**src/shared/fos_pkg.sv**
```systemverilog
// shared constants and types of the flash operation status block
package fos_pkg;
	localparam int CLK_MHZ = 100;
	localparam int WINDOW_US = 96;
	localparam int PROT_US = 100;
	localparam int WINDOW_CYC = WINDOW_US * CLK_MHZ;
	localparam int PROT_CYC = PROT_US * CLK_MHZ;
	localparam int CNT_W = 14;
	localparam int DATA_W = 16;
	localparam int ADDR_W = 18;
	localparam int NUM_BLK = 11;
	localparam int BLK_W = 4;
	localparam int POLL_POS = 7;
	localparam int RTGL_POS = 6;
	localparam int FAIL_POS = 5;
	localparam int EWIN_POS = 3;
	localparam int STGL_POS = 2;
	localparam logic [DATA_W-1:0] STATUS_ZERO = 16'h0000;
	localparam logic [NUM_BLK-1:0] BLK_NONE = 11'h000;
	localparam logic [NUM_BLK-1:0] BLK_ONE = 11'h001;
	localparam logic [CNT_W-1:0] CNT_ZERO = 14'h0000;
	localparam logic [CNT_W-1:0] CNT_ONE = 14'h0001;

	typedef enum logic [2:0] {
		ST_READ,
		ST_WINDOW,
		ST_ERASE,
		ST_PROG,
		ST_SUSP,
		ST_SUSP_PROG,
		ST_PROT,
		ST_ERROR
	} fos_state_t;
endpackage

```
**src/shared/fos_tmr_if.sv**
```systemverilog
// link between the status logic and its interval timer
`timescale 1ns/100ps
interface fos_tmr_if;
	logic                          start;
	logic                          stop;
	logic [fos_pkg::CNT_W-1:0]     load;
	logic                          expired;

	modport ctl (output start, output stop, output load, input expired);
	modport tmr (input start, input stop, input load, output expired);
endinterface

```
**src/rtl/fos_status.sv**
```systemverilog
// status word generation of the flash erase/program engine
`timescale 1ns/100ps
module fos_status #(
	parameter int WINDOW_CYCLES = fos_pkg::WINDOW_CYC,
	parameter int PROT_CYCLES   = fos_pkg::PROT_CYC
) (
	input  wire logic                          clk,
	input  wire logic                          srst,
	input  wire logic                          pgmStart,
	input  wire logic [fos_pkg::ADDR_W-1:0]    pgmAddr,
	input  wire logic [fos_pkg::BLK_W-1:0]     pgmBlk,
	input  wire logic [fos_pkg::DATA_W-1:0]    pgmData,
	input  wire logic [fos_pkg::DATA_W-1:0]    pgmOldData,
	input  wire logic                          eraseConfirm,
	input  wire logic [fos_pkg::BLK_W-1:0]     eraseBlk,
	input  wire logic                          eraseProtected,
	input  wire logic                          chipErase,
	input  wire logic                          suspendCmd,
	input  wire logic                          resumeCmd,
	input  wire logic                          readResetCmd,
	input  wire logic                          engDone,
	input  wire logic                          engFail,
	input  wire logic                          rdStrobe,
	input  wire logic [fos_pkg::ADDR_W-1:0]    rdAddr,
	input  wire logic [fos_pkg::BLK_W-1:0]     rdBlk,
	input  wire logic [fos_pkg::DATA_W-1:0]    arrayData,
	output logic [fos_pkg::DATA_W-1:0]         rdData,
	output logic                               rdValid,
	output logic                               rdIsStatus,
	output logic                               eraseGo,
	output logic [fos_pkg::NUM_BLK-1:0]        eraseMask,
	output logic                               engineBusy
);
	typedef struct packed {
		fos_pkg::fos_state_t                st;
		logic [fos_pkg::ADDR_W-1:0]         pAddr;
		logic [fos_pkg::BLK_W-1:0]          pBlk;
		logic                               pBit7;
		logic [fos_pkg::NUM_BLK-1:0]        eMask;
		logic                               errErase;
		logic                               readTgl;
		logic                               suspTgl;
		logic                               fail;
		logic [fos_pkg::DATA_W-1:0]         rData;
		logic                               rValid;
		logic                               rStat;
	} fos_state_s_t;

	localparam logic [fos_pkg::CNT_W-1:0] WIN_LOAD = fos_pkg::CNT_W'(WINDOW_CYCLES);
	localparam logic [fos_pkg::CNT_W-1:0] PROT_LOAD = fos_pkg::CNT_W'(PROT_CYCLES);
	localparam logic [fos_pkg::BLK_W-1:0] BLK_LAST = fos_pkg::BLK_W'(fos_pkg::NUM_BLK - 1);

	fos_state_s_t s_q;
	fos_state_s_t s_d;
	fos_tmr_if    tif ();

	logic                        rdInErase;
	logic                        rdAtPgm;
	logic                        useStatus;
	logic                        dataPoll;
	logic                        readToggle;
	logic                        failBit;
	logic                        eraseWindow;
	logic                        suspToggle;
	logic                        flipRead;
	logic                        flipSusp;
	logic                        pgmBad;
	logic                        failSet;
	logic                        rdBlkOk;
	logic                        pgmInErase;
	logic [fos_pkg::NUM_BLK-1:0] blkBit;
	logic [fos_pkg::DATA_W-1:0]  statusWord;

	fos_timer u_timer (
		.clk  (clk),
		.srst (srst),
		.tif  (tif)
	);

	assign blkBit = fos_pkg::BLK_ONE << eraseBlk;
	// a block index beyond the last block never matches the erase mask
	assign rdBlkOk = (rdBlk <= BLK_LAST);
	assign rdInErase = rdBlkOk && s_q.eMask[rdBlk];
	assign pgmInErase = (pgmBlk <= BLK_LAST) && s_q.eMask[pgmBlk];
	assign rdAtPgm = (rdAddr == s_q.pAddr);
	assign pgmBad = |(pgmData & ~pgmOldData);

	// which reads see the status word instead of array data
	always_comb begin
		case (s_q.st)
			fos_pkg::ST_READ: useStatus = 1'b0;
			fos_pkg::ST_SUSP: useStatus = rdInErase;
			fos_pkg::ST_SUSP_PROG: useStatus = rdInErase | rdAtPgm;
			default: useStatus = 1'b1;
		endcase
	end

	// status bit values seen by the current read
	always_comb begin
		dataPoll = 1'b1;
		readToggle = s_q.readTgl;
		failBit = s_q.fail;
		eraseWindow = 1'b1;
		suspToggle = s_q.suspTgl;
		case (s_q.st)
			fos_pkg::ST_PROG: dataPoll = ~s_q.pBit7;
			fos_pkg::ST_SUSP_PROG: begin
				dataPoll = ~s_q.pBit7;
				if (rdAtPgm) begin
					suspToggle = 1'b1;
				end
				if (rdInErase) begin
					readToggle = 1'b1;
				end
			end
			fos_pkg::ST_WINDOW: begin
				dataPoll = 1'b0;
				eraseWindow = 1'b0;
			end
			fos_pkg::ST_ERASE: dataPoll = 1'b0;
			fos_pkg::ST_PROT: dataPoll = 1'b0;
			fos_pkg::ST_SUSP: begin
				dataPoll = 1'b1;
				readToggle = 1'b1;
			end
			fos_pkg::ST_ERROR: dataPoll = s_q.errErase ? 1'b0 : ~s_q.pBit7;
			default: dataPoll = 1'b1;
		endcase
	end

	always_comb begin
		statusWord = fos_pkg::STATUS_ZERO;
		statusWord[fos_pkg::POLL_POS] = dataPoll;
		statusWord[fos_pkg::RTGL_POS] = readToggle;
		statusWord[fos_pkg::FAIL_POS] = failBit;
		statusWord[fos_pkg::EWIN_POS] = eraseWindow;
		statusWord[fos_pkg::STGL_POS] = suspToggle;
	end

	// which status reads invert the toggle flops
	always_comb begin
		flipRead = 1'b0;
		flipSusp = 1'b0;
		if (rdStrobe) begin
			case (s_q.st)
				fos_pkg::ST_PROG: flipRead = 1'b1;
				fos_pkg::ST_WINDOW, fos_pkg::ST_ERASE: begin
					flipRead = 1'b1;
					flipSusp = 1'b1;
				end
				fos_pkg::ST_SUSP: flipSusp = rdInErase;
				fos_pkg::ST_SUSP_PROG: begin
					flipRead = rdAtPgm & ~rdInErase;
					flipSusp = rdInErase;
				end
				fos_pkg::ST_ERROR: begin
					flipRead = ~s_q.errErase;
					flipSusp = s_q.errErase & rdInErase;
				end
				default: begin
					flipRead = 1'b0;
					flipSusp = 1'b0;
				end
			endcase
		end
	end

	// command and engine event sequencing
	always_comb begin
		s_d = s_q;
		failSet = 1'b0;
		tif.start = 1'b0;
		tif.stop = 1'b0;
		tif.load = WIN_LOAD;
		eraseGo = 1'b0;
		if (flipRead) begin
			s_d.readTgl = ~s_q.readTgl;
		end
		if (flipSusp) begin
			s_d.suspTgl = ~s_q.suspTgl;
		end
		s_d.rValid = rdStrobe;
		s_d.rStat = rdStrobe & useStatus;
		if (rdStrobe) begin
			s_d.rData = useStatus ? statusWord : arrayData;
		end
		case (s_q.st)
			fos_pkg::ST_READ: begin
				if (pgmStart) begin
					s_d.pAddr = pgmAddr;
					s_d.pBlk = pgmBlk;
					s_d.pBit7 = pgmData[fos_pkg::POLL_POS];
					s_d.fail = pgmBad;
					failSet = pgmBad;
					s_d.st = pgmBad ? fos_pkg::ST_ERROR : fos_pkg::ST_PROG;
				end else if (eraseConfirm && eraseProtected) begin
					tif.start = 1'b1;
					tif.load = PROT_LOAD;
					s_d.st = fos_pkg::ST_PROT;
				end else if (eraseConfirm || chipErase) begin
					s_d.eMask = chipErase ? {fos_pkg::NUM_BLK{1'b1}} : blkBit;
					s_d.errErase = 1'b1;
					if (chipErase) begin
						s_d.st = fos_pkg::ST_ERASE;
						eraseGo = 1'b1;
					end else begin
						tif.start = 1'b1;
						s_d.st = fos_pkg::ST_WINDOW;
					end
				end
			end
			fos_pkg::ST_WINDOW: begin
				if (suspendCmd) begin
					tif.stop = 1'b1;
					s_d.readTgl = ~s_q.readTgl;
					s_d.st = fos_pkg::ST_SUSP;
				end else if (eraseConfirm && !eraseProtected) begin
					tif.start = 1'b1;
					s_d.eMask = s_q.eMask | blkBit;
				end else if (tif.expired) begin
					eraseGo = 1'b1;
					s_d.st = fos_pkg::ST_ERASE;
				end
			end
			fos_pkg::ST_ERASE: begin
				if (engFail) begin
					s_d.fail = 1'b1;
					failSet = 1'b1;
					s_d.st = fos_pkg::ST_ERROR;
				end else if (engDone) begin
					s_d.st = fos_pkg::ST_READ;
				end else if (suspendCmd) begin
					s_d.readTgl = ~s_q.readTgl;
					s_d.st = fos_pkg::ST_SUSP;
				end
			end
			fos_pkg::ST_SUSP: begin
				if (resumeCmd) begin
					s_d.readTgl = ~s_q.readTgl;
					s_d.st = fos_pkg::ST_ERASE;
				end else if (pgmStart) begin
					s_d.pAddr = pgmAddr;
					s_d.pBlk = pgmBlk;
					s_d.pBit7 = pgmData[fos_pkg::POLL_POS];
					if (pgmInErase) begin
						s_d.suspTgl = ~s_d.suspTgl;
					end
					s_d.st = fos_pkg::ST_SUSP_PROG;
				end
			end
			fos_pkg::ST_SUSP_PROG: begin
				if (engDone || engFail) begin
					s_d.fail = engFail;
					failSet = engFail;
					s_d.st = fos_pkg::ST_SUSP;
				end
			end
			fos_pkg::ST_PROG: begin
				if (engFail) begin
					s_d.fail = 1'b1;
					failSet = 1'b1;
					s_d.st = fos_pkg::ST_ERROR;
				end else if (engDone) begin
					s_d.st = fos_pkg::ST_READ;
				end
			end
			fos_pkg::ST_PROT: begin
				if (tif.expired) begin
					s_d.st = fos_pkg::ST_READ;
				end
			end
			fos_pkg::ST_ERROR: begin
				s_d.st = fos_pkg::ST_ERROR;
			end
			default: s_d.st = fos_pkg::ST_READ;
		endcase
		// a failure reported in the same cycle outranks the clear
		if (readResetCmd && s_q.st != fos_pkg::ST_SUSP_PROG && !failSet) begin
			tif.stop = 1'b1;
			s_d.fail = 1'b0;
			s_d.st = fos_pkg::ST_READ;
		end
		if (s_d.st == fos_pkg::ST_READ) begin
			s_d.readTgl = 1'b0;
			s_d.suspTgl = 1'b0;
			s_d.eMask = fos_pkg::BLK_NONE;
			s_d.errErase = 1'b0;
		end
		if (s_d.st == fos_pkg::ST_PROG ||
			(s_d.st == fos_pkg::ST_ERROR && s_q.st == fos_pkg::ST_READ)) begin
			s_d.errErase = 1'b0;
		end
	end

	always_ff @(posedge clk) begin
		if (srst) begin
			s_q <= '{
				st: fos_pkg::ST_READ,
				pAddr: '0,
				pBlk: '0,
				pBit7: 1'b0,
				eMask: fos_pkg::BLK_NONE,
				errErase: 1'b0,
				readTgl: 1'b0,
				suspTgl: 1'b0,
				fail: 1'b0,
				rData: fos_pkg::STATUS_ZERO,
				rValid: 1'b0,
				rStat: 1'b0
			};
		end else begin
			s_q <= s_d;
		end
	end

	assign rdData = s_q.rData;
	assign rdValid = s_q.rValid;
	assign rdIsStatus = s_q.rStat;
	assign eraseMask = s_q.eMask;
	assign engineBusy = (s_q.st != fos_pkg::ST_READ);
endmodule

```
**src/rtl/fos_timer.sv**
```systemverilog
// one-shot down counter for the erase window and protected-erase hold
`timescale 1ns/100ps
module fos_timer (
	input  wire logic  clk,
	input  wire logic  srst,
	fos_tmr_if.tmr     tif
);
	typedef struct packed {
		logic [fos_pkg::CNT_W-1:0] cnt;
		logic                      run;
		logic                      expired;
	} fos_tmr_state_t;

	fos_tmr_state_t s_q;
	fos_tmr_state_t s_d;

	always_comb begin
		s_d = s_q;
		s_d.expired = 1'b0;
		if (tif.start) begin
			s_d.cnt = tif.load;
			s_d.run = 1'b1;
		end else if (tif.stop) begin
			s_d.run = 1'b0;
		end else if (s_q.run) begin
			if (s_q.cnt <= fos_pkg::CNT_ONE) begin
				s_d.run = 1'b0;
				s_d.expired = 1'b1;
			end else begin
				s_d.cnt = s_q.cnt - fos_pkg::CNT_ONE;
			end
		end
	end

	always_ff @(posedge clk) begin
		if (srst) begin
			s_q <= '{cnt: fos_pkg::CNT_ZERO, run: 1'b0, expired: 1'b0};
		end else begin
			s_q <= s_d;
		end
	end

	assign tif.expired = s_q.expired;
endmodule

```
**config.mk**
```make
export PLATFORM = sky130hd
export DESIGN_NAME = fos_status
export DESIGN_NICKNAME = d
export VERILOG_FILES = /design/src/shared/fos_pkg.sv /design/src/shared/fos_tmr_if.sv /design/src/rtl/fos_status.sv /design/src/rtl/fos_timer.sv
export SDC_FILE = /design/constraint.sdc
export NUM_CORES = 1
export LEC_CHECK = 0
export BUFFER_PORTS_ARGS = -buffer_cell sky130_fd_sc_hd__buf_4
export CORE_MARGIN = 4
export CORE_UTILIZATION = 35
export DETAILED_ROUTE_END_ITERATION = 16
export PLACE_DENSITY = 0.59
export SLEW_MARGIN = 40
export SYNTH_ARGS = -nofsm -noshare
export SYNTH_HDL_FRONTEND = slang
export SYNTH_SLANG_ARGS = --single-unit
export TNS_END_PERCENT = 1
```
**constraint.sdc**
```tcl
create_clock -name clk -period 2.6 [get_ports clk]
set_input_delay 0.52 -clock clk [delete_from_list [all_inputs] [get_ports clk]]
set_output_delay 0.52 -clock clk [all_outputs]
set_load 0.005 [all_outputs]
```
# Word level (Yosys, flattened, before mapping)
# Cells that the tools add are included.
op_classes:
  n_addsub: 1
  magnitude_cmp: 5
  n_eq_ne: 23
  n_shift: 1
  muxes: 92
  n_bitwise: 16
  reduce_logical: 35
ops:
  columns: ["op", "count"]
  rows:
  - ["3-bit 2-to-1 mux", 16]
  - ["23-bit 2-to-1 mux", 2]
  - ["23-bit case mux with 2 select lines", 1]
  - ["1-bit 2-to-1 mux", 42]
  - ["12-bit 2-to-1 mux", 3]
  - ["11-bit 2-to-1 mux", 3]
  - ["16-bit 2-to-1 mux", 2]
  - ["10-bit 2-to-1 mux", 3]
  - ["14-bit 2-to-1 mux", 2]
  - ["26-bit 2-to-1 mux", 1]
  - ["3-bit case mux with 8 select lines", 1]
  - ["2-bit inequality test (second input constant)", 11]
  - ["11-bit case mux with 2 select lines", 1]
  - ["1-bit case mux with 3 select lines", 7]
  - ["18-bit equality test", 1]
  - ["16-bit bitwise AND", 1]
  - ["16-bit inverter", 1]
  - ["16-bit OR reduction", 1]
  - ["3-bit equality test (second input constant)", 5]
  - ["15-bit 2-to-1 mux", 1]
  - ["14-bit by 1-bit <= comparator with 1-bit output (second input constant)", 1]
  - ["14-bit by 1-bit subtractor with 14-bit output (second input constant)", 1]
  - ["4-bit AND reduction", 3]
  - ["2-bit OR reduction", 6]
  - ["other kinds (24)", 57]
word_totals:
  ff_bits: 71
  input_bits: 108
  out_inout_bits: 31
  wordCells: 187

# Logic depth before layout (Yosys ltp)
logic_depth:
  depth_word: 12
  mapped_depth: 10
  mapped_depth_nobuf: 8

# Hierarchy
# A second synthesis with hierarchy kept.
unflattened:
  cells_unflattened: 602
  area_unflattened_um2: 4660.7
by_module_without_submodules:
  columns: ["module", "n_inst", "cells_per_inst", "area_each_um2", "seq_area_each_um2"]
  rows:
  - ["fos_status", 1, 487, 3688.5, 1101.1]
  - ["fos_timer", 1, 115, 972.2, 320.3]

# Worst setup path after synthesis
# No wires, ideal clock.
synth_path:
  path_kind: "in2reg"
  start: "input port rdBlk[0] (netlist bit)"
  end: "register s_q, in the netlist rdData[2]"
  setup_time_ns: 0.122
  t_arrival_ns: 2.169
  t_required_ns: 2.478
  setup_slack_ns: 0.309
  path_stages: 7
  n_path_buf: 1
  path_cell_list: "mux4_2 > nor3b_1 > a311oi_1 > a31o_2 > buf_2 > a211oi_1 > a311o_1"
synth_between:
  elab_chain_cells: 6
  elab_cells_between_ends: 7
  cone_classes: "order compare: 1; mux: 4; bitwise: 1; reduce/logical: 1"
synth_lines:
  columns: ["item", "line_no", "source"]
  rows:
  - ["from (decl)", "fos_status.sv:25", "input wire logic [fos_pkg::BLK_W-1:0] rdBlk,"]
  - ["1-bit binary-select mux with 4-bit select", "fos_status.sv:83", "assign rdInErase = rdBlkOk && s_q.eMask[rdBlk];"]
  - ["1-bit 2-to-1 mux (not written as such)", "fos_status.sv:83", null]
  - ["1-bit logical AND (*)", "fos_status.sv:83", null]
  - ["1-bit OR", "fos_status.sv:93", "fos_pkg::ST_SUSP_PROG: useStatus = rdInErase | rdAtPgm;"]
  - ["1-bit case mux with 3 select lines (*)", "fos_status.sv:90", "case (s_q.st)"]
  - ["16-bit 2-to-1 mux (*)", "fos_status.sv:185", "s_d.rData = useStatus ? statusWord : arrayData;"]
  - ["to (signal assigned)", "fos_status.sv:297", "s_q <= '{"]
  - ["to (decl)", "fos_status.sv:53", "fos_state_s_t s_q;"]
# Mark *: on every way between the ends. The rest lies on a longest branch, timed or not. The select of a mux whose other input is x is not followed.
# A chain may end at the register's enable or synchronous reset.

# Final worst setup path
layout_path:
  start: "register s_q[58] (netlist bit)"
  end: "output port eraseGo"
layout_between:
  elab_chain_cells: 2
  elab_cells_between_ends: 3
  cone_classes: "eq/ne: 1; mux: 1; reduce/logical: 1"
layout_lines:
  columns: ["item", "line_no", "source"]
  rows:
  - ["3-bit by 1-bit equality test with 1-bit output or 3-bit zero test (tied branches)", "fos_status.sv:187", "case (s_q.st)"]
  - ["1-bit case mux with 2 select lines (*)", "fos_status.sv:187", null]
  - ["to (decl)", "fos_status.sv:30", "output logic eraseGo,"]
# Mark *: on every way between the ends. The rest lies on a longest branch, timed or not.

==> flow_summary.toml <==
[global_routing]
grt_pass1_wl_mm = 20.88
antenna_found_initial = 0
grt.overflow.total = 0
grt_max_degree = 40
grt_pass1_vias = 4301
grt_usage_pct = 17.83

[clock_tree]
postCtsSetupBuffers = 0
cts-root-buf = "clkbuf_16"
path_clk_slew_ns = 0.06
insertion_delay_ns = 0.33
cts-resized-gates = 0
clock_sinks = 71
htreeDepth = 3
clock_path_buffers = 2
hold_buffers = 0
cts_tree = "yes"
numCtsBuffers = 9

[placement]
dp_hpwl_mm = 10.02
dp_cells = 844
dpl_cell_area_um2 = 5514
io_buffer_count = 138
gp_congestion = 0.8882
dp_slack_ns = 0.04044

[yosys]
synth_ff_type = "dfxtp_1"
synth_edf_count = 0
synthTopCellsByArea = "dfxtp_1 33%, nand2_1 8.9%, a21oi_1 6.7%"
postSynthAreaPerCell_um2 = 7.680
postSynthCellCount = 565
synth_top_cell_by_area = "dfxtp_1"
yosys_warnings = 0
syn_nets = 675
synth_cell_types = 67
synth-seq-cells = 71
seq_area_frac_synth_pct = 32.76
synth_top_area_share_pct = 32.76
synth_area_um2 = 4339
async_reset_ff_share_pct = 0

[final_layout]
drive_above_1_share_pct = 29.48
fin_area_um2 = 5842
layout.cells.non_filler = 860
insertedDiodeCount = 0
area_growth_pct = 34.63
nets = 797

[die]
rows = 40
initial_core_util_pct = 35.98
dieHeight_um = 119.3
core_um2 = 12060
dieArea_um2 = 14240
io_pins = 139
die_w_um = 119.3

[sta]
rsz0062_at_grt = "no"
hold_viol = 0
fin_skew_ns = 0.008436
timing.final.crit_share_pct = 93.97
hold_ws_ns = 0.4332
post-route-min-period_ns = 2.443
worst_pin_slew_ns = 0.5279
setup_viol = 0
slew_violations = 0
clock.fmax_mhz = 409.3
relSlewSlack_pct = 63.90
setup_tns_ns = 0
fin_ws_ns = 0.1567

[status]
status = "completed"

[critical_path]
cp.required_ns = 2.08
crit_arrival_ns = 1.92
critPathMaxFanout = 23
r2r_start = "s_q[56]"
path_class = "register to primary output"
cp-end-kind = "primary output"
r2r_setup_slack_ns = 0.17
startpoint = "s_q[58]"
critPathLaunchType = "register"

[detailed_routing]
first_iter_violations = 291
vias = 4404
wl_per_cell_um = 14.96
routed_wl_mm = 12.86
viasPerCell = 5.121
ant_nets = 0
drc = 0
first_pass_iters = 4

[power]
vdd_ir_drop_max_uv = 352.9
leakage_nw = 2.387
power_density_nw_per_um2 = 829.6

[hold_path]
min-delay-start = "pgmAddr[2]"
hp-class = "primary input to register"

[run]
max_cap_violations = 0
synthesized netlist by cell type, drive strengths merged (10+ instances only):
cell type	instances
nor4	10
nor3	12
o21ai	12
a21oi	60
dfxtp	71
nor2	34
buf	41
clkbuf	16
nand2	104
inv	20
xnor2	23
nand3	22
a211oi	15
nor2b	22
final timing paths:
| kind | endpoint | depth (start not counted) |
|---|---|---|
| worst min register to register | rdData[0] | 2 |
| worst max-delay path | eraseGo | 6 |
| worst max register to register | s_q[20] | 8 |
| worst min-delay path | s_q[40] | 3 |
layout make-up:
cell class / count / area, um^2
tap: 168 / 210.2
sequential: 71 / 1421
multi-input combinational: 417 / 2509
fill: 1199 / 6220
timing repair buffer: 168 / 1299
clock inverter: 7 / 102.6
inverter: 20 / 75.07
clock buffer: 9 / 225.2
report_power, final:
group,internal [mW],switching (mW)
registers,1.29,0.192
clock network,0.851,0.495
logic,0.999,1.02
state kept, by name, summed over array words and instances, names as in the netlist:
signal               cells
s_q                     25
rdData                  16
u_timer.s_q             15
eraseMask               11
failBit                  1
rdIsStatus               1
rdValid                  1
u_timer.tif.expired      1
cell families after synthesis:
| group | Yosys count | synth area share, % |
|---|---|---|
| AO/OA/AOI/OAI | 136 | 20.70 |
| XOR/XNOR | 30 | 6.055 |
| adder cells (fa/ha/maj) | 2 | 0.5766 |
| buffers and inverters | 77 | 9.429 |
| flip-flops | 71 | 32.76 |
| multiplexers | 11 | 3.691 |
| AND/OR/NAND/NOR | 238 | 26.79 |
cells in the final DEF (no fill, tap or decap), drive strengths merged, types with 4 or more instances in the layout:
cell / n
buf: 168
nand2: 104
dfxtp: 71
a21oi: 60
nor2: 34
xnor2: 23
inv: 23
nor2b: 22
nand3: 22
a211oi: 15
nor3: 12
o21ai: 12
nor4: 10
clkbuf: 9
mux2i: 7
xor2: 7
nor3b: 6
or3: 6
a2111oi: 5
nand2b: 4
a221oi: 4
nand4: 4
o22ai: 4
a311oi: 4
mux4: 4
critical path, cell delays in order (launching register included):
cell and delay, ns:
dfxtp_1 0.33, buf_12 0.16, nor2_1 0.31, nand2_1 0.14, buf_4 0.19, o32ai_1 0.29
buf_4 0.17
through the flow:
stage | power [mW] | util (%)
after floorplan | 2.790 | -
after global placement | 3.499 | 45.72
after detailed placement | 3.523 | 45.72
after CTS | 4.894 | 48.43
after global routing | 5.183 | 48.43
final | 4.846 | 48.43
layer usage:
layer,vias to the layer above,part of all wire (%),wire (um),track usage [%]
met3,16,5.9,764,3.609
met2,123,51,6614,31.33
met1,2047,41,5302,21.31
li1,2218,-,-,-
met4,0,1.4,182,6.800
met5,-,0,0,0
Power figures use the tool's default switching activity.
